===== src/exec_pkg.sv =====
// constants and types shared by the move and multiply execution datapath
package exec_pkg;
	localparam logic [7:0] OP_BANK_SELECT_LOAD = 8'h01;
	localparam logic [7:0] OP_LOAD_LITERAL = 8'h0E;
	localparam logic [7:0] OP_MULTIPLY_LITERAL = 8'h0D;
	localparam logic [6:0] OP_STORE_ACCUMULATOR = 7'h37;
	localparam logic [6:0] OP_MULTIPLY_FILE = 7'h01;
	localparam logic [7:0] INDEXED_LIMIT = 8'h5F;
	localparam logic [3:0] ACCESS_LOW_BANK = 4'h0;
	localparam logic [3:0] ACCESS_HIGH_BANK = 4'hF;
	localparam logic [7:0] ACCESS_SPLIT = 8'h60;
	localparam logic [7:0] BSR_RESET = 8'h00;
	localparam logic [7:0] ACC_RESET = 8'h00;
	localparam logic [15:0] PROD_RESET = 16'h0000;
	localparam int OPC_HI = 15;
	localparam int OPC_LO = 8;
	localparam int ACCESS_BIT = 8;
	localparam int NIBBLE_HI = 3;
	typedef enum logic [2:0] {
		OPK_NONE,
		OPK_BANK_LOAD,
		OPK_LIT_LOAD,
		OPK_STORE,
		OPK_MUL_LIT,
		OPK_MUL_FILE
	} op_kind_t;
	typedef enum {PH_IDLE, PH_READ, PH_PROCESS, PH_WRITE} phase_t;
endpackage


===== src/mem_port_if.sv =====
// data memory request signals between decoder and address former
`timescale 1ns/1ps
`default_nettype none
interface mem_port_if;
	logic [7:0] file;
	logic access;
	logic ext_en;
	logic [7:0] bank;
	logic [11:0] addr;
	logic indexed;
	modport requester(output file, access, ext_en, bank,
		input addr, indexed);
	modport former(input file, access, ext_en, bank,
		output addr, indexed);
endinterface
`default_nettype wire


===== src/move_and_multiply_exec.sv =====
// execution datapath for move, bank load and unsigned multiply instructions
`timescale 1ns/1ps
`default_nettype none
module move_and_multiply_exec (
	input wire logic ref_clk_in, // core clock
	input wire logic reset_in, // synchronous reset, active high
	input wire logic start_in, // one-cycle pulse: instruction word valid
	input wire logic [15:0] instr_in, // instruction word
	input wire logic ext_set_in, // extended instruction set enabled
	input wire logic [7:0] mem_rdata_in, // data memory read data
	output logic busy_out, // instruction cycle in progress
	output logic done_out, // pulse when destination written
	output logic illegal_out, // pulse: word not handled here
	output logic [7:0] accumulator_out, // accumulator
	output logic [7:0] bank_select_register_out, // bank select register
	output logic [7:0] product_high_out, // product high byte
	output logic [7:0] product_low_out, // product low byte
	output logic [11:0] mem_addr_out, // data memory address
	output logic mem_rd_out, // data memory read strobe
	output logic mem_wr_out, // data memory write strobe
	output logic [7:0] mem_wdata_out, // data memory write data
	output logic indexed_out // pulse: indexed literal offset needed
);
	import exec_pkg::*;

	phase_t phase_q;
	op_kind_t kind_q;
	logic [15:0] instr_q;
	logic [7:0] operand_q;
	logic [15:0] product_q;
	logic [7:0] acc_q, bsr_q;
	logic [7:0] prod_h_q, prod_l_q;
	logic [11:0] addr_q;
	logic rd_q, wr_q, done_q, illegal_q, indexed_q, idx_hold_q;
	logic [7:0] wdata_q;
	logic busy_q, take_d;
	op_kind_t kind_d;
	mem_port_if mp();

	// classify an instruction word
	function automatic op_kind_t decode(input logic [15:0] w);
		op_kind_t k;
		k = OPK_NONE;
		if (w[OPC_HI:OPC_LO] == OP_BANK_SELECT_LOAD) begin
			k = OPK_BANK_LOAD;
		end else if (w[OPC_HI:OPC_LO] == OP_LOAD_LITERAL) begin
			k = OPK_LIT_LOAD;
		end else if (w[OPC_HI:OPC_LO] == OP_MULTIPLY_LITERAL) begin
			k = OPK_MUL_LIT;
		end else if (w[OPC_HI:ACCESS_BIT+1] == OP_STORE_ACCUMULATOR) begin
			k = OPK_STORE;
		end else if (w[OPC_HI:ACCESS_BIT+1] == OP_MULTIPLY_FILE) begin
			k = OPK_MUL_FILE;
		end
		return k;
	endfunction

	// unsigned 8x8 multiply; 16 bits always hold the product
	function automatic logic [15:0] umul(input logic [7:0] a,
		input logic [7:0] b);
		return {8'h00, a} * {8'h00, b};
	endfunction

	// acceptance of a word: only while idle; the latch block decodes the word a second time
	always_comb begin
		take_d = (phase_q == PH_IDLE) && start_in;
		kind_d = decode(instr_in);
	end

	// file and access fields taken from the latched word, extended-set enable and bank taken live
	assign mp.file = instr_q[7:0];
	assign mp.access = instr_q[ACCESS_BIT];
	assign mp.ext_en = ext_set_in;
	assign mp.bank = bsr_q;

	// bank or access bank address former
	addr_former u_addr (
		.mp(mp)
	);

	// four-phase sequencer: decode, read, process, write
	always_ff @(posedge ref_clk_in) begin
		if (reset_in) begin
			phase_q <= PH_IDLE;
		end else begin
			case (phase_q)
				PH_IDLE: if (take_d && kind_d != OPK_NONE)
					phase_q <= PH_READ;
				PH_READ: phase_q <= PH_PROCESS;
				PH_PROCESS: phase_q <= PH_WRITE;
				PH_WRITE: phase_q <= PH_IDLE;
				default: phase_q <= PH_IDLE;
			endcase
		end
	end

	// latch the instruction at decode
	always_ff @(posedge ref_clk_in) begin
		if (reset_in) begin
			instr_q <= 16'h0000;
			kind_q <= OPK_NONE;
		end else if (phase_q == PH_IDLE && start_in) begin
			instr_q <= instr_in;
			kind_q <= decode(instr_in);
		end
	end

	// operand read phase: literal or memory byte
	always_ff @(posedge ref_clk_in) begin
		if (reset_in) begin
			operand_q <= 8'h00;
			addr_q <= 12'h000;
			rd_q <= 1'b0;
			idx_hold_q <= 1'b0;
		end else begin
			rd_q <= 1'b0;
			if (phase_q == PH_READ) begin
				operand_q <= instr_q[7:0];
				if (kind_q == OPK_MUL_FILE || kind_q == OPK_STORE) begin
					addr_q <= mp.addr;
					idx_hold_q <= mp.indexed;
					rd_q <= (kind_q == OPK_MUL_FILE);
				end else begin
					idx_hold_q <= 1'b0;
				end
			end else if (phase_q == PH_PROCESS && kind_q == OPK_MUL_FILE) begin
				operand_q <= mem_rdata_in;
			end
		end
	end

	// process phase: form the product
	always_ff @(posedge ref_clk_in) begin
		if (reset_in) begin
			product_q <= PROD_RESET;
		end else if (phase_q == PH_PROCESS) begin
			if (kind_q == OPK_MUL_FILE) begin
				product_q <= umul(acc_q, mem_rdata_in);
			end else begin
				product_q <= umul(acc_q, operand_q);
			end
		end
	end

	// write phase: accumulator and bank select register
	always_ff @(posedge ref_clk_in) begin
		if (reset_in) begin
			acc_q <= ACC_RESET;
			bsr_q <= BSR_RESET;
		end else if (phase_q == PH_WRITE) begin
			if (kind_q == OPK_LIT_LOAD) begin
				acc_q <= operand_q;
			end
			if (kind_q == OPK_BANK_LOAD) begin
				bsr_q <= {4'h0, operand_q[NIBBLE_HI:0]};
			end
		end
	end

	// write phase: product pair, accumulator untouched by multiplies
	always_ff @(posedge ref_clk_in) begin
		if (reset_in) begin
			prod_h_q <= PROD_RESET[15:8];
			prod_l_q <= PROD_RESET[7:0];
		end else if (phase_q == PH_WRITE &&
			(kind_q == OPK_MUL_LIT || kind_q == OPK_MUL_FILE)) begin
			prod_h_q <= product_q[15:8];
			prod_l_q <= product_q[7:0];
		end
	end

	// memory write strobe for the store, no flag logic in this block
	always_ff @(posedge ref_clk_in) begin
		if (reset_in) begin
			wr_q <= 1'b0;
			wdata_q <= 8'h00;
		end else begin
			wr_q <= (phase_q == PH_PROCESS && kind_q == OPK_STORE);
			if (phase_q == PH_PROCESS) begin
				wdata_q <= acc_q;
			end
		end
	end

	// completion, indexed and illegal pulses
	always_ff @(posedge ref_clk_in) begin
		if (reset_in) begin
			done_q <= 1'b0;
			illegal_q <= 1'b0;
			indexed_q <= 1'b0;
		end else begin
			done_q <= (phase_q == PH_WRITE);
			illegal_q <= take_d && kind_d == OPK_NONE;
			indexed_q <= (phase_q == PH_PROCESS) && idx_hold_q;
		end
	end

	// busy flag: set when a handled word is taken, cleared with the write phase
	always_ff @(posedge ref_clk_in) begin
		if (reset_in) begin
			busy_q <= 1'b0;
		end else if (take_d && kind_d != OPK_NONE) begin
			busy_q <= 1'b1;
		end else if (phase_q == PH_WRITE) begin
			busy_q <= 1'b0;
		end
	end

	// every output comes straight from its register
	assign busy_out = busy_q;
	assign done_out = done_q;
	assign illegal_out = illegal_q;
	assign accumulator_out = acc_q;
	assign bank_select_register_out = bsr_q;
	assign product_high_out = prod_h_q;
	assign product_low_out = prod_l_q;
	assign mem_addr_out = addr_q;
	assign mem_rd_out = rd_q;
	assign mem_wr_out = wr_q;
	assign mem_wdata_out = wdata_q;
	assign indexed_out = indexed_q;
endmodule
`default_nettype wire


===== src/addr_former.sv =====
// forms the 12-bit data address from file field, access bit and bank
`timescale 1ns/1ps
`default_nettype none
module addr_former (
	mem_port_if.former mp // address request and result
);
	import exec_pkg::*;
	// bank or access bank selection
	always_comb begin
		mp.indexed = 1'b0;
		if (mp.access) begin
			mp.addr = {mp.bank[NIBBLE_HI:0], mp.file};
		end else begin
			if (mp.file < ACCESS_SPLIT) begin
				mp.addr = {ACCESS_LOW_BANK, mp.file};
			end else begin
				mp.addr = {ACCESS_HIGH_BANK, mp.file};
			end
			mp.indexed = mp.ext_en && (mp.file <= INDEXED_LIMIT);
		end
	end
endmodule
`default_nettype wire


===== config.mk =====
export PLATFORM = sky130hd
export DESIGN_NAME = move_and_multiply_exec
export DESIGN_NICKNAME = d
export VERILOG_FILES = /design/src/exec_pkg.sv /design/src/mem_port_if.sv /design/src/move_and_multiply_exec.sv /design/src/addr_former.sv
export SDC_FILE = /design/constraint.sdc
export NUM_CORES = 1
export LEC_CHECK = 0
export BUFFER_PORTS_ARGS = -buffer_cell sky130_fd_sc_hd__buf_2
export CAP_MARGIN = 20
export CORE_ASPECT_RATIO = 0.9
export CORE_MARGIN = 4
export CORE_UTILIZATION = 40
export CTS_CLUSTER_DIAMETER = 80
export DETAILED_ROUTE_END_ITERATION = 8
export PLACE_DENSITY = 0.69
export SETUP_SLACK_MARGIN = 0.2
export SLEW_MARGIN = 20
export SYNTH_ARGS = -nofsm -noshare
export SYNTH_HDL_FRONTEND = slang
export SYNTH_SLANG_ARGS = --single-unit

===== constraint.sdc =====
create_clock -name ref_clk_in -period 4.3 [get_ports ref_clk_in]
set_clock_uncertainty 0.05 [all_clocks]
set_input_delay 0.645 -clock ref_clk_in [delete_from_list [all_inputs] [get_ports ref_clk_in]]
set_output_delay 0.645 -clock ref_clk_in [all_outputs]
set_load 0.1 [all_outputs]

Word level (Yosys, flattened, before mapping)
Index checks and enable logic that the tools add are counted.
{"block": "op_classes", "n_eq_ne": 16, "n_div": 0, "shift": 0, "n_addsub": 0, "n_lt_le_gt_ge": 2, "reduce_logical": 20, "multipliers": 2, "bitwise_logic": 2, "muxes": 16}
{"op": "case mux 32 bit (3 select lines)", "n": 1}
{"op": "equality test 32 x 2 -> 1 bit (second input constant)", "n": 2}
{"op": "equality test 32 x 3 -> 1 bit (second input constant)", "n": 2}
{"op": "logical NOT 32 bit", "n": 2}
{"op": "equality test 32 x 1 -> 1 bit (second input constant)", "n": 1}
{"op": "multiplier 8 x 8 -> 16 bit", "n": 2}
{"op": "two-way mux 32 bit", "n": 1}
{"op": "two-way mux 12 bit", "n": 2}
{"op": "equality test 8 x 4 -> 1 bit (second input constant)", "n": 2}
{"op": "two-way mux 16 bit", "n": 1}
{"op": "two-way mux 8 bit", "n": 2}
{"op": "two-way mux 3 bit", "n": 5}
{"op": "equality test 8 x 1 -> 1 bit (second input constant)", "n": 1}
{"op": "<= comparator 8 x 7 -> 1 bit (second input constant)", "n": 1}
{"op": "logical AND 1 bit", "n": 8}
{"op": "less-than comparator 8 x 7 -> 1 bit (second input constant)", "n": 1}
{"op": "equality test 7 x 1 -> 1 bit (second input constant)", "n": 1}
{"op": "equality test 7 x 6 -> 1 bit (second input constant)", "n": 1}
{"op": "equality test 3 x 2 -> 1 bit (second input constant)", "n": 2}
{"op": "equality test 3 bit (second input constant)", "n": 2}
{"op": "AND reduction 2 bit", "n": 3}
{"op": "two-way mux 1 bit", "n": 4}
{"op": "nonzero test 2 bit", "n": 2}
{"op": "equality test 3 x 1 -> 1 bit (second input constant)", "n": 1}
{"op": "6 further kinds", "n": 8}
{"block": "totals", "wordCells": 76, "ramBits": 0, "rom_bits": 0, "latchBits": 0, "mem_count": 0, "register_bits": 123, "out_inout_bits": 58}

Logic depth before layout (Yosys ltp)
Gate-level depths: netlist of run 1.
{"block": "depth", "word_depth": 10, "mapped_depth": 18}

Modules after synthesis
From an unflattened synthesis of run 1, not the netlist that was laid out.
{"block": "hier_totals", "hier_cells": 929, "area_unflattened_um2": 7985.2}
{"mod": "move_and_multiply_exec", "n_inst": 1, "area_each_um2": 7871.3, "cells_each": 911, "seq_area_each_um2": 1861.8}
{"mod": "addr_former", "n_inst": 1, "area_each_um2": 113.9, "cells_each": 18, "seq_area_each_um2": 0.0}

Worst setup path after synthesis of run 1
Ideal clock, no wire load.
{"block": "synth_timing", "kind": "reg2reg", "from": "register acc_q[3], in the netlist accumulator_out[3]", "to": "register product_q[12]", "path_buffers": 2, "t_arrival_ns": 4.895, "path_stages_with_launch": 17, "slack_ns": -0.730, "cell_sequence": "dfxtp_1 > clkbuf_1 > and2_1 > fa_1 > fa_1 > fa_1 > inv_1 > fa_1 > inv_1 > ha_1 > clkbuf_2 > a21oi_1 > o21ai_0 > a41oi_1 > xnor2_1 > o22ai_1 > a211oi_1"}
{"block": "synth_between", "elab_chain_len": 2, "word_cells_on_any_way": 3, "cone_classes": "2 x mul; 1 x mux"}
{"element": "from (decl)", "line": "move_and_multiply_exec.sv:31", "text": "logic [7:0] acc_q, bsr_q;"}
{"element": "from (signal assigned)", "line": "move_and_multiply_exec.sv:152", "text": "acc_q <= operand_q;"}
{"element": "multiplier 8 x 8 -> 16 bit", "line": "move_and_multiply_exec.sv:61", "text": "return {8'h00, a} * {8'h00, b};"}
{"element": "two-way mux 16 bit (*)", "line": "move_and_multiply_exec.sv:137", "text": "if (kind_q == OPK_MUL_FILE) begin"}
{"element": "to (signal assigned)", "line": "move_and_multiply_exec.sv:138", "text": "product_q <= umul(acc_q, mem_rdata_in);"}
{"element": "to (signal assigned)", "line": "move_and_multiply_exec.sv:140", "text": "product_q <= umul(acc_q, operand_q);"}
{"element": "to (decl)", "line": "move_and_multiply_exec.sv:30", "text": "logic [15:0] product_q;"}
Every way passes the cells marked *; elsewhere a longest branch is shown, timed or not.
A chain may end at the register's enable or synchronous reset.

Worst setup path after layout of run 1
{"block": "layout_timing", "from": "input port mem_rdata_in[4]", "to": "register product_q[14]"}
{"block": "layout_between", "elab_chain_len": 2}
{"element": "from (decl)", "line": "move_and_multiply_exec.sv:10", "text": "input wire logic [7:0] mem_rdata_in,"}
{"element": "multiplier 8 x 8 -> 16 bit", "line": "move_and_multiply_exec.sv:61"}
{"element": "two-way mux 16 bit", "line": "move_and_multiply_exec.sv:137"}
Every way passes these cells.

==> results of run 1 <==
-- cells in the final DEF, fill, tap and decap left out, drive strengths merged, types with 2 or more instances in the layout --
master    n
o21ai    18
o21bai    4
conb      4
nand3    10
clkbuf   10
a21o      4
a211oi   12
nor2b     6
ha       76
inv     104
a41oi     2
a22oi     2
a21oi    81
bufinv    2
nand3b    4
clkinv    2
xor2      5
a21boi    2
nor4      2
nor3      6
nand2   135
and3b     2
dfxtp    93
and2    106
or2       2
mux2i    23
fa       72
and3      4
a311oi    6
o22ai     5
buf     160
nor2     69
xnor2    10
o21a      4
o211ai    2
nand2b    5
or3       4
a41o      2
-- critical path: cells and delay by family --
family	cells	cell delay, ns
buffers and inverters	4	0.39
AO/OA/AOI/OAI	5	0.75
adder cells (fa/ha/maj)	5	2.20
AND/OR/NAND/NOR	1	0.17
multiplexers	1	0.24
-- area by class of cell --
class	instances	area, µm²	share of cell area, %
inverter	101	379	3.87
timing repair buffer	161	1130	11.5
tap	250	313	3.20
sequential	93	1900	19.4
clock buffer	9	225	2.30
multi-input combinational	700	5740	58.6
clock inverter	7	105	1.07
-- metrics by stage --
step	util (%)	cell area, µm²	power, mW
after floorplan	-	8140	1.09
after global placement	46.3	8930	1.17
after detailed placement	46.3	8930	1.17
after CTS	50.1	9650	2.05
after global routing	50.8	9790	2.12
final	50.8	9790	2.04
-- power by group through the flow --
stage,Combinational (mW),Sequential [mW],Clock [mW]
CTS,0.236,0.918,0.895
finish,0.238,0.919,0.884
global route,0.261,0.924,0.940
global placement,0.230,0.937,0
floorplan,0.156,0.934,0
detailed placement,0.234,0.937,0
-- per-layer routing --
metal	up-vias	global-route usage (%)	share of wire, %
li1	3290	-	-
met1	3181	27.4	48
met2	166	29.8	45
met3	15	3.02	5.5
met4	0	3.56	1.2
met5	-	0	0
-- repair_timing --
item	CTS	global route
buffers inserted	25	7
endpoints found under the setup margin	9	10
pin swaps	34	31
gates resized for setup	41	23
-- cells by family (layout without fill, tap and decap cells) --
family | count (synthesis) | count (layout) | share of synthesized area, %
multiplexers | 23 | 23 | 2.92
XOR/XNOR | 15 | 15 | 1.66
buffers and inverters | 154 | 278 | 7.65
adder cells (fa/ha/maj) | 148 | 148 | 30.3
flip-flops | 93 | 93 | 23.6
AND/OR/NAND/NOR | 359 | 359 | 22.0
AO/OA/AOI/OAI | 151 | 151 | 11.9
other | 1 | 4 | 0.0475
-- registers in the layout, indices dropped and copies added, names as in the netlist, 2 cells and up --
name                      count
product_q                    16
accumulator_out               8
mem_wdata_out                 8
operand_q                     8
kind_q                        3
phase_q                       2
bank_select_register_out      4
instr_q                       9
product_low_out               8
mem_addr_out                 12
product_high_out              8
-- how the worst max path moves through the flow --
stage	start	slack, ns	end	cells after the start
global route	accumulator_out[5]	-0.12	product_q[14]	16
detailed placement	mem_rdata_in[2]	-0.33	product_q[12]	15
finish	mem_rdata_in[4]	0.05	product_q[14]	16
CTS	accumulator_out[2]	0.04	product_q[15]	16
global placement	mem_rdata_in[2]	-0.23	product_q[12]	15
floorplan	accumulator_out[6]	-0.05	product_q[14]	15
==> metrics.md, run 1 <==
| Metric | Value |
|---|---|
| CTS max path bufs | 2 |
| Yosys warning total | 0 |
| Nets | 1242 |
| Reg-to-reg slack, setup | 0.05 ns |
| First-pass GRT wire length | 33500 µm |
| Slowest-stage cell, CP | fa_1 |
| Most frequent CP cell | fa_1 |
| Period utilization | 99.0% |
| Worst Tran Pin Value | 1.00 ns |
| R2R cell count | 16 |
| Number of antenna violations at the first check in global routing | 0 |
| Vias in the first global route | roughly 6600 |
| Status | complete, no violations |
| Hold depth | 2 |
| Flop pwr share | between 40 and 50% |
| Maximum VDD drop | 0.186 mV |
| Vias per inst | about 5.0 |
| GP Congestion | 0.801 |
| GRT Total Usage | 18.8% |
| Register bit total from synthesis | 93 |
| Hold path start | product_low_out[3] |
| Antenna Diode Count | 0 |
| Leakage | 4.69 nW |
| Row cnt | 48 |
| Syn Area/Cell | around 8.4 µm² |
| CP Capture Type | register |
| Die ar. | 0.0221 mm² |
| Count of different cell masters after synthesis | 54 |
| Hold Path Sink | product_low_out[3] |
| Max_slew headroom | 32.8% |
| Top post-synthesis cells by count | nand2_1 (135), and2_1 (106), inv_1 (101), dfxtp_1 (93), a21oi_1 (81) |
| Grt ovf | 0 |
| H-tree Lvls | 3 |
| Root Driver | clkbuf_16 |
| Sw Share | about 27% |
| Slew Limit Fails | 0 |
| Placed Cells | around 1300 |
| Post-layout minimum cycle time | 4.25 ns |
| Final setup fails | 0 |
| Crit path required time | around 4.5 ns |
| Yosys top cell by area | dfxtp_1 |
| Max Cap Viol | 0 |
| Dpl hpwl | 15000 µm |
| DR DRC count | 0 |
| Combinational share of power | about an eighth |
| Largest net degree at the start of global routing | 55 |
| Chip width | 156 µm |
| Internal power | 1.48 mW |
| Syn Inst Count | 944 |
| Yosys top cell area share | 23.6% |
| Clk pwr share | 43.3% |
| DR iter-0 viols | 452 |
| Sum Neg Setup Slack | 0 ns |
| Layout area overhead | 23.9% |
| Post-synth ARST share | 0% |
| Max Fanout on Critical Path | 7 |
| Post-DRT Antenna Nets | 0 |
| Hold Vio Cnt, Final | 0 |
| Share of layout cells above drive strength 1 | 23.9% |
| Crit path kind | input port to register |
| Clk sinks | 93 |
| Worst Setup Start Kind | input port |
| Core ar. | 0.0193 mm² |
| Starting density of the core | 41.0% |
| Fill count | 1733 |
| R2R Path End | product_q[14] |
| Clk_lat worst skew | about 0.35 ns |
| Clock-pin transition on the worst setup and hold timing paths | ~0.070 ns |
| Critical path arrival | 4.41 ns |
| Fmax | 0.235 GHz |
| DR pass1 iterations | 5 |
| Top-count cell post-synth | nand2_1 |
| Final Non-Filler Cells | 1321 |
| Routed len/inst | 15.3 µm |
| Power density over cell area | 209 mW/mm² |
| Post-Syn Area | 0.00790 mm² |
| Hold crit path type | register to register |
| Total routed wirelength | 20200 µm |
| TritonCTS clock tree | built |
| Port buffer count | 81 |
| RSZ-0062 raised after global routing | yes |
| Post-synth EDFFs | 0 |
| Die Ht | 141 µm |
| Worst setup margin | 0.0450 ns |
| IO Pins | 86 |
| Pre-CTS setup slack | -0.333 ns |
| Main synth FF type | dfxtp_1 |
| Vias | 6652 |
| Crit Reg-Reg Startpoint | accumulator_out[5] |
| Hold Slack | around 0.40 ns |
| Hold Buf Count CTS | 0 |
| Top post-synthesis cells by area | dfxtp_1 (24%), fa_1 (18%), ha_1 (12%) |
| Cts bufs inserted | 9 |
| Worst-path cell chain | clkbuf_4 > and2_4 > fa_1 > fa_1 > fa_1 > inv_2 > fa_1 > inv_2 > ha_4 > a211oi_4 > o211a_1 > a211oi_2 > buf_4 > a221oi_2 > mux2i_1 > a311oi_2 |
| Net Sw Power | roughly 0.56 mW |
| Critical path's largest stage delay | 0.51 ns |
| Post-synthesis sequential area ratio | a little under a quarter |
Note: power is estimated with default switching activity, not from simulation.
==> run 2: changes to the inputs <==
Settings changed: PLACE_DENSITY 0.69 to 0.67, SLEW_MARGIN 20 to 30.
Clock period 4.3 ns to 4.73 ns, I/O delays scaled along.
==> metrics.md, run 2 (same netlist as run 1, synthesis figures left out) <==
| Metric | Value |
|---|---|
| Vias in the first global route | 6319 (-3.9%) |
| Worst Setup Start Kind | register |
| GRT Total Usage | 18.6% (-0.15 points) |
| Register area | 0.00191 mm² (+0.66%) |
| Power density over cell area | 195 mW/mm² (-6.4%) |
| IO Pins | 86 (unchanged) |
| Critical path's largest stage delay | 0.56 ns (+0.05 ns) |
| GP Congestion | 0.912 (+14%) |
| Tot Pwr | 1.79 mW (-12%) |
| Total routed wirelength | 20500 µm (+1.4%) |
| Vias per inst | 5.09 (+1.1%) |
| Commonest non-fill, non-tap cell in the layout | nand2_1 |
| CP top delay family | adder cells |
| Internal power | 1.25 mW (-16%) |
| Fill count | 1876 (+8.3%) |
| Routed len/inst | 16.0 µm (+4.6%) |
| Number of antenna violations at the first check in global routing | 0 (unchanged) |
| Crit path required time | 4.94 ns (+0.49 ns) |
| Status | complete, no violations |
| Worst Tran Pin Value | 0.740 ns (-0.262 ns) |
| Post-layout minimum cycle time | between 4 and 5 ns |
| Flop pwr share | 47.0% (+2.0 points) |
| Critical path arrival | 4.60 ns (+0.19 ns) |
| H-tree Lvls | 3 (unchanged) |
| Clk pwr share | 41.5% (-1.8 points) |
| First-pass GRT wire length | 33100 µm (-1.4%) |
| Most frequent CP cell | fa_1 |
| Layer with the highest usage | met2 |
| Placed Cells | 1246 (-2.1%) |
| Port buffer count | 81 (unchanged) |
| Antenna Diode Count | 0 (unchanged) |
| CP bufs+invs | 3 (-1) |
| RSZ-0062 raised after global routing | no |
| Sw Share | 30.3% (+3.0 points) |
| GR Util met2 | 29.3% (-0.48 points) |
| Maximum VDD drop | 0.204 mV (+9.9%) |
| Largest register FFs | 16 (unchanged) |
| Post-DP Area | 0.00860 mm² (-3.8%) |
| CTS max path bufs | 2 (unchanged) |
| Area of the multi-input gates | 0.00554 mm² (-3.5%) |
| Slowest-stage cell, CP | fa_1 |
| Net Sw Power | 0.543 mW (-2.7%) |
| Root Driver | clkbuf_16 |
| Crit. Startpoint | accumulator_out[2] |
| Most frequent cells in the layout | nand2_1 (135), and2_1 (106), inv_1 (101) |
| Final Non-Filler Cells | 1280 (-3.1%) |
| Slew Limit Fails | 0 (unchanged) |
| Dpl hpwl | 15300 µm (+2.0%) |
| Vias | 6519 (-2.0%) |
| Max Cap Viol | 0 (unchanged) |
| Hold Slack | 0.402 ns (+0.00336 ns) |
| Row cnt | 48 (unchanged) |
| DR iter-0 viols | 440 (-2.7%) |
| Period utilization | 92.7% |
| Largest net degree at the start of global routing | 52 (-5.5%) |
| GR Util met1 | 26.3% (-1.1 points) |
| Chip width | 156 µm (unchanged) |
| Grt ovf | 0 (unchanged) |
| Starting density of the core | 41.0% (unchanged) |
| Leakage | 4.43 nW (-5.6%) |
| Core ar. | 0.0193 mm² (unchanged) |
| Worst-path cell chain | clkbuf_4 > and2_1 > fa_1 > fa_1 > inv_1 > fa_1 > fa_1 > inv_1 > ha_4 > o21ai_2 > o211ai_1 > nand2_1 > o21ai_1 > xnor2_1 > a311oi_2 |
| Combinational share of power | 11.5% (-0.2 points) |
| Die Ht | 141 µm (unchanged) |
| TritonCTS clock tree | built |
| CP Capture Type | register |
| Hold path start | product_high_out[4] |
| M3 GR Usage | 3.81% (+0.79 points) |
| Clk sinks | 93 (unchanged) |
| Final setup fails | 0 (unchanged) |
| Layout area overhead | 16.1% |
| Max_slew headroom | 50.0% (+17 points) |
| Util after Layout | 47.6% (-3.2 points) |
| Design area | 0.00917 mm² (-6.3%) |
| Fmax | about 0.23 GHz |
| DR DRC count | 0 (unchanged) |
| Most flop-heavy register | product_q |
| Crit path kind | register to register |
| Share of layout cells above drive strength 1 | 16.6% (-7.3 points) |
| Hold crit path type | register to register |
| Post-DRT Antenna Nets | 0 (unchanged) |
| Clock-pin transition on the worst setup and hold timing paths | 0.07 ns (about the same) |
| Nets | 1201 (-3.3%) |
| Hold Vio Cnt, Final | 0 (unchanged) |
| Cts bufs inserted | 9 (unchanged) |
| Die ar. | 0.0221 mm² (unchanged) |
| DR pass1 iterations | 7 (+2) |
| Max Fanout on Critical Path | 6 (-1) |
| Crit Reg-Reg Startpoint | accumulator_out[2] |
| Clk_lat worst skew | 0.35 ns (about the same) |
-- run 2: cell count changes in the layout (fill, tap and decap cells not counted), sizes merged --
cell | before | now
clkbuf | 10 | 12
buf | 160 | 117
clkinv | 2 | 1
bufinv | 2 | 0
inv | 104 | 107
-- run 2: cell type report --
class | count | share of cell area, %
tap | 250 | 3.41
clock inverter | 7 | 0.805
clock buffer | 9 | 2.46
multi-input combinational | 700 | 60.4
sequential | 93 | 20.8
timing repair buffer | 120 | 8.01
inverter | 101 | 4.13
-- run 2: stage by stage --
step / setup TNS [ns] / setup WS [ns]
detailed placement: -0.0125 / -0.0125
CTS: 0 / 0.193
floorplan: 0 / 0.208
global placement: 0 / 0.0408
global route: 0 / 0.193
finish: 0 / 0.345
-- run 2: power by group through the flow --
stage	clock (mW)	sequential (mW)	combinational, mW
floorplan	0	0.849	0.141
global placement	0	0.858	0.202
detailed placement	0	0.858	0.204
CTS	0.761	0.840	0.205
global route	0.795	0.844	0.228
finish	0.742	0.841	0.207
-- run 2: worst register-to-register path, cell delays in order, from the launching register on --
cell and delay [ns]:
dfxtp_4 0.38, clkbuf_4 0.19, and2_1 0.18, fa_1 0.43
fa_1 0.55, inv_1 0.05, fa_1 0.48, fa_1 0.56
inv_1 0.07, ha_4 0.28, o21ai_2 0.07, o211ai_1 0.27
nand2_1 0.15, o21ai_1 0.20, xnor2_1 0.13, a311oi_2 0.27
-- run 2: repair_timing --
item / 4_1_cts / 5_1_grt
pin swaps: 0 / 10
resized for setup: 7 / 21
buffers inserted: 0 / 18
setup endpoints to repair: 5 / 7
hold buffers: 0 / 0
-- run 2: worst paths after layout --
check	endpoint	slack (ns)	cells past startpoint
setup / recovery	product_q[14]	0.34	15
hold / removal	product_high_out[4]	0.40	2
setup reg to reg	product_q[14]	0.34	15
hold reg to reg	product_high_out[4]	0.40	2
-- run 2: routing by layer --
layer	up-vias	wire, µm
met5	-	0
met4	0	615
met3	35	1280
met2	178	9140
met1	3102	9490
li1	3204	-
==> run 3: changes to the inputs <==
Settings changed: CTS_CLUSTER_SIZE set to 40.
Clock period 4.73 ns to 4.2 ns, I/O delays scaled along.
==> metrics.md, run 3 (same netlist as run 1, synthesis figures left out) <==
| Metric | Value |
|---|---|
| Clk_lat worst skew | 0.34 ns (about the same) |
| Hold Vio Cnt, Final | 0 (unchanged) |
| Status | complete, no violations |
| Power density over cell area | 201 mW/mm² (+3.1%) |
| Most frequent cells in the layout | nand2_1 (130), and2_1 (94), inv_1 (89) |
| Post-DRT Antenna Nets | 0 (unchanged) |
| Starting density of the core | 41.0% (unchanged) |
| Layout area overhead | 24.8% |
| Dpl hpwl | 15900 µm (+3.9%) |
| Crit path required time | 4.38 ns (-0.56 ns) |
| Final Non-Filler Cells | 1331 (+4.0%) |
| RSZ-0062 raised after global routing | yes |
| Vias | 6672 (+2.3%) |
| Grt ovf | 0 (unchanged) |
| Vias per inst | 5.01 (-1.6%) |
| DR DRC count | 0 (unchanged) |
| Critical path arrival | 4.38 ns (-0.22 ns) |
| Worst Tran Pin Value | 0.796 ns (+0.0564 ns) |
| GRT Total Usage | 18.8% (+0.15 points) |
| Slew Limit Fails | 0 (unchanged) |
| First-pass GRT wire length | 33600 µm (+1.5%) |
| Nets | 1252 (+4.2%) |
| Commonest non-fill, non-tap cell in the layout | nand2_1 |
| Number of antenna violations at the first check in global routing | 0 (unchanged) |
| CTS max path bufs | 2 (unchanged) |
| DR pass1 iterations | 4 (-3) |
| Largest register FFs | 16 (unchanged) |
| Fmax | 0.238 GHz (+4.4%) |
| Hold crit path type | register to register |
| R2R cell count | 15 (unchanged) |
| GP Congestion | 0.834 (-8.6%) |
| Crit path kind | register to register |
| Chip width | 156 µm (unchanged) |
| Fill count | 1805 (-3.8%) |
| Worst Setup Start Kind | register |
| Placed Cells | 1299 (+4.3%) |
| Leakage | 4.71 nW (+6.3%) |
| Hold Buf Count CTS | 0 (unchanged) |
| Row cnt | 48 (unchanged) |
| Clk sinks | 93 (unchanged) |
| CP Capture Type | register |
| TritonCTS clock tree | built |
| Largest net degree at the start of global routing | 53 (+1.9%) |
| Most flop-heavy register | product_q |
| IO Pins | 86 (unchanged) |
| Total routed wirelength | 20900 µm (+1.8%) |
| Core ar. | 0.0193 mm² (unchanged) |
| Port buffer count | 81 (unchanged) |
| Max Cap Viol | 0 (unchanged) |
| Root Driver | clkbuf_16 |
| Max_slew headroom | 46.9% (-3.0 points) |
| Die Ht | 141 µm (unchanged) |
| Sum Neg Setup Slack | 0 ns (unchanged) |
| Period utilization | 100% (+7.3 points) |
| DR iter-0 viols | 399 (-9.3%) |
| Final setup fails | 0 (unchanged) |
| Maximum VDD drop | 0.278 mV (+36%) |
| Share of layout cells above drive strength 1 | 26.5% (+9.9 points) |
| Hold depth | 2 (unchanged) |
| Cts bufs inserted | 9 (unchanged) |
| Vias in the first global route | 6661 (+5.4%) |
| Routed len/inst | 15.7 µm (-2.1%) |
| H-tree Lvls | 3 (unchanged) |
| Clock-pin transition on the worst setup and hold timing paths | 0.07 ns (about the same) |
| Post-layout minimum cycle time | 4.20 ns (-0.186 ns) |
| Max Fanout on Critical Path | 8 (+2) |
| Reg-to-reg slack, setup | 0.0004 ns (-0.34 ns) |
| Die ar. | 0.0221 mm² (unchanged) |
| Antenna Diode Count | 0 (unchanged) |
[run 3: cell count changes in the layout (fill, tap and decap cells not counted), sizes merged]
cell      previous run  this run
buf                117       171
clkbuf              12         9
clkinvlp             0         2
inv                107       105
[run 3: cell type report]
cell class                      instances  area [µm²]  share of cell area [%]
Inverter                              101         379                    3.85
Clock buffer                            9         225                    2.29
Clock inverter                          7        63.8                   0.648
Sequential cell                        93        1900                    19.3
Timing Repair Buffer                  171        1180                    11.9
Tap cell                              250         313                    3.18
Multi-Input combinational cell        700        5800                    58.8
[run 3: worst paths after layout]
check,from,endpoint
setup / recovery,accumulator_out[3],product_q[15]
hold / removal,product_low_out[3],product_low_out[3]
setup reg to reg,accumulator_out[3],product_q[15]
hold reg to reg,product_low_out[3],product_low_out[3]
[run 3: repair_timing]
action | in CTS | in global routing
pin swaps | 21 | 53
buffers inserted | 7 | 9
gates resized for setup | 34 | 52
setup endpoints to repair | 9 | 10
[run 3: critical path, stage by stage (launching register included)]
cell,delay (ns)
dfxtp_4,0.36
buf_12,0.14
and2_4,0.16
fa_1,0.48
fa_1,0.51
fa_1,0.53
inv_2,0.04
fa_1,0.52
inv_2,0.05
ha_4,0.17
a21oi_1,0.16
o21ai_1,0.11
or3_1,0.34
o22ai_2,0.14
mux2i_1,0.27
nor3_2,0.07
[run 3: report_power, final]
part	switching (mW)	internal (mW)	leakage [nW]	total, mW
sequential	0.0330	0.907	0.759	0.940
clock	0.379	0.415	0.136	0.794
combinational	0.166	0.0813	3.81	0.247
[run 3: layer usage]
| layer | up-vias | wire, µm | global-route usage, % |
|---|---|---|---|
| met1 | 3195 | 9730 | 26.5 |
| met3 | 16 | 1150 | 3.69 |
| met2 | 157 | 9730 | 30.4 |
| met5 | - | 0 | 0 |
| met4 | 0 | 279 | 3.33 |
| li1 | 3304 | - | - |
[run 3: stage by stage]
stage	utilization [%]	setup WS (ns)	total power, mW	cell area [µm²]	hold WS, ns
final	51.1	0.000381	1.98	9850	0.400
after detailed placement	47.4	-0.380	1.20	9140	0.392
after CTS	49.8	0.00707	2.00	9600	0.402
after global placement	47.4	-0.324	1.20	9130	0.390
after global routing	51.1	-0.126	2.07	9850	0.422
after floorplan	-	-0.146	1.12	8140	0.377
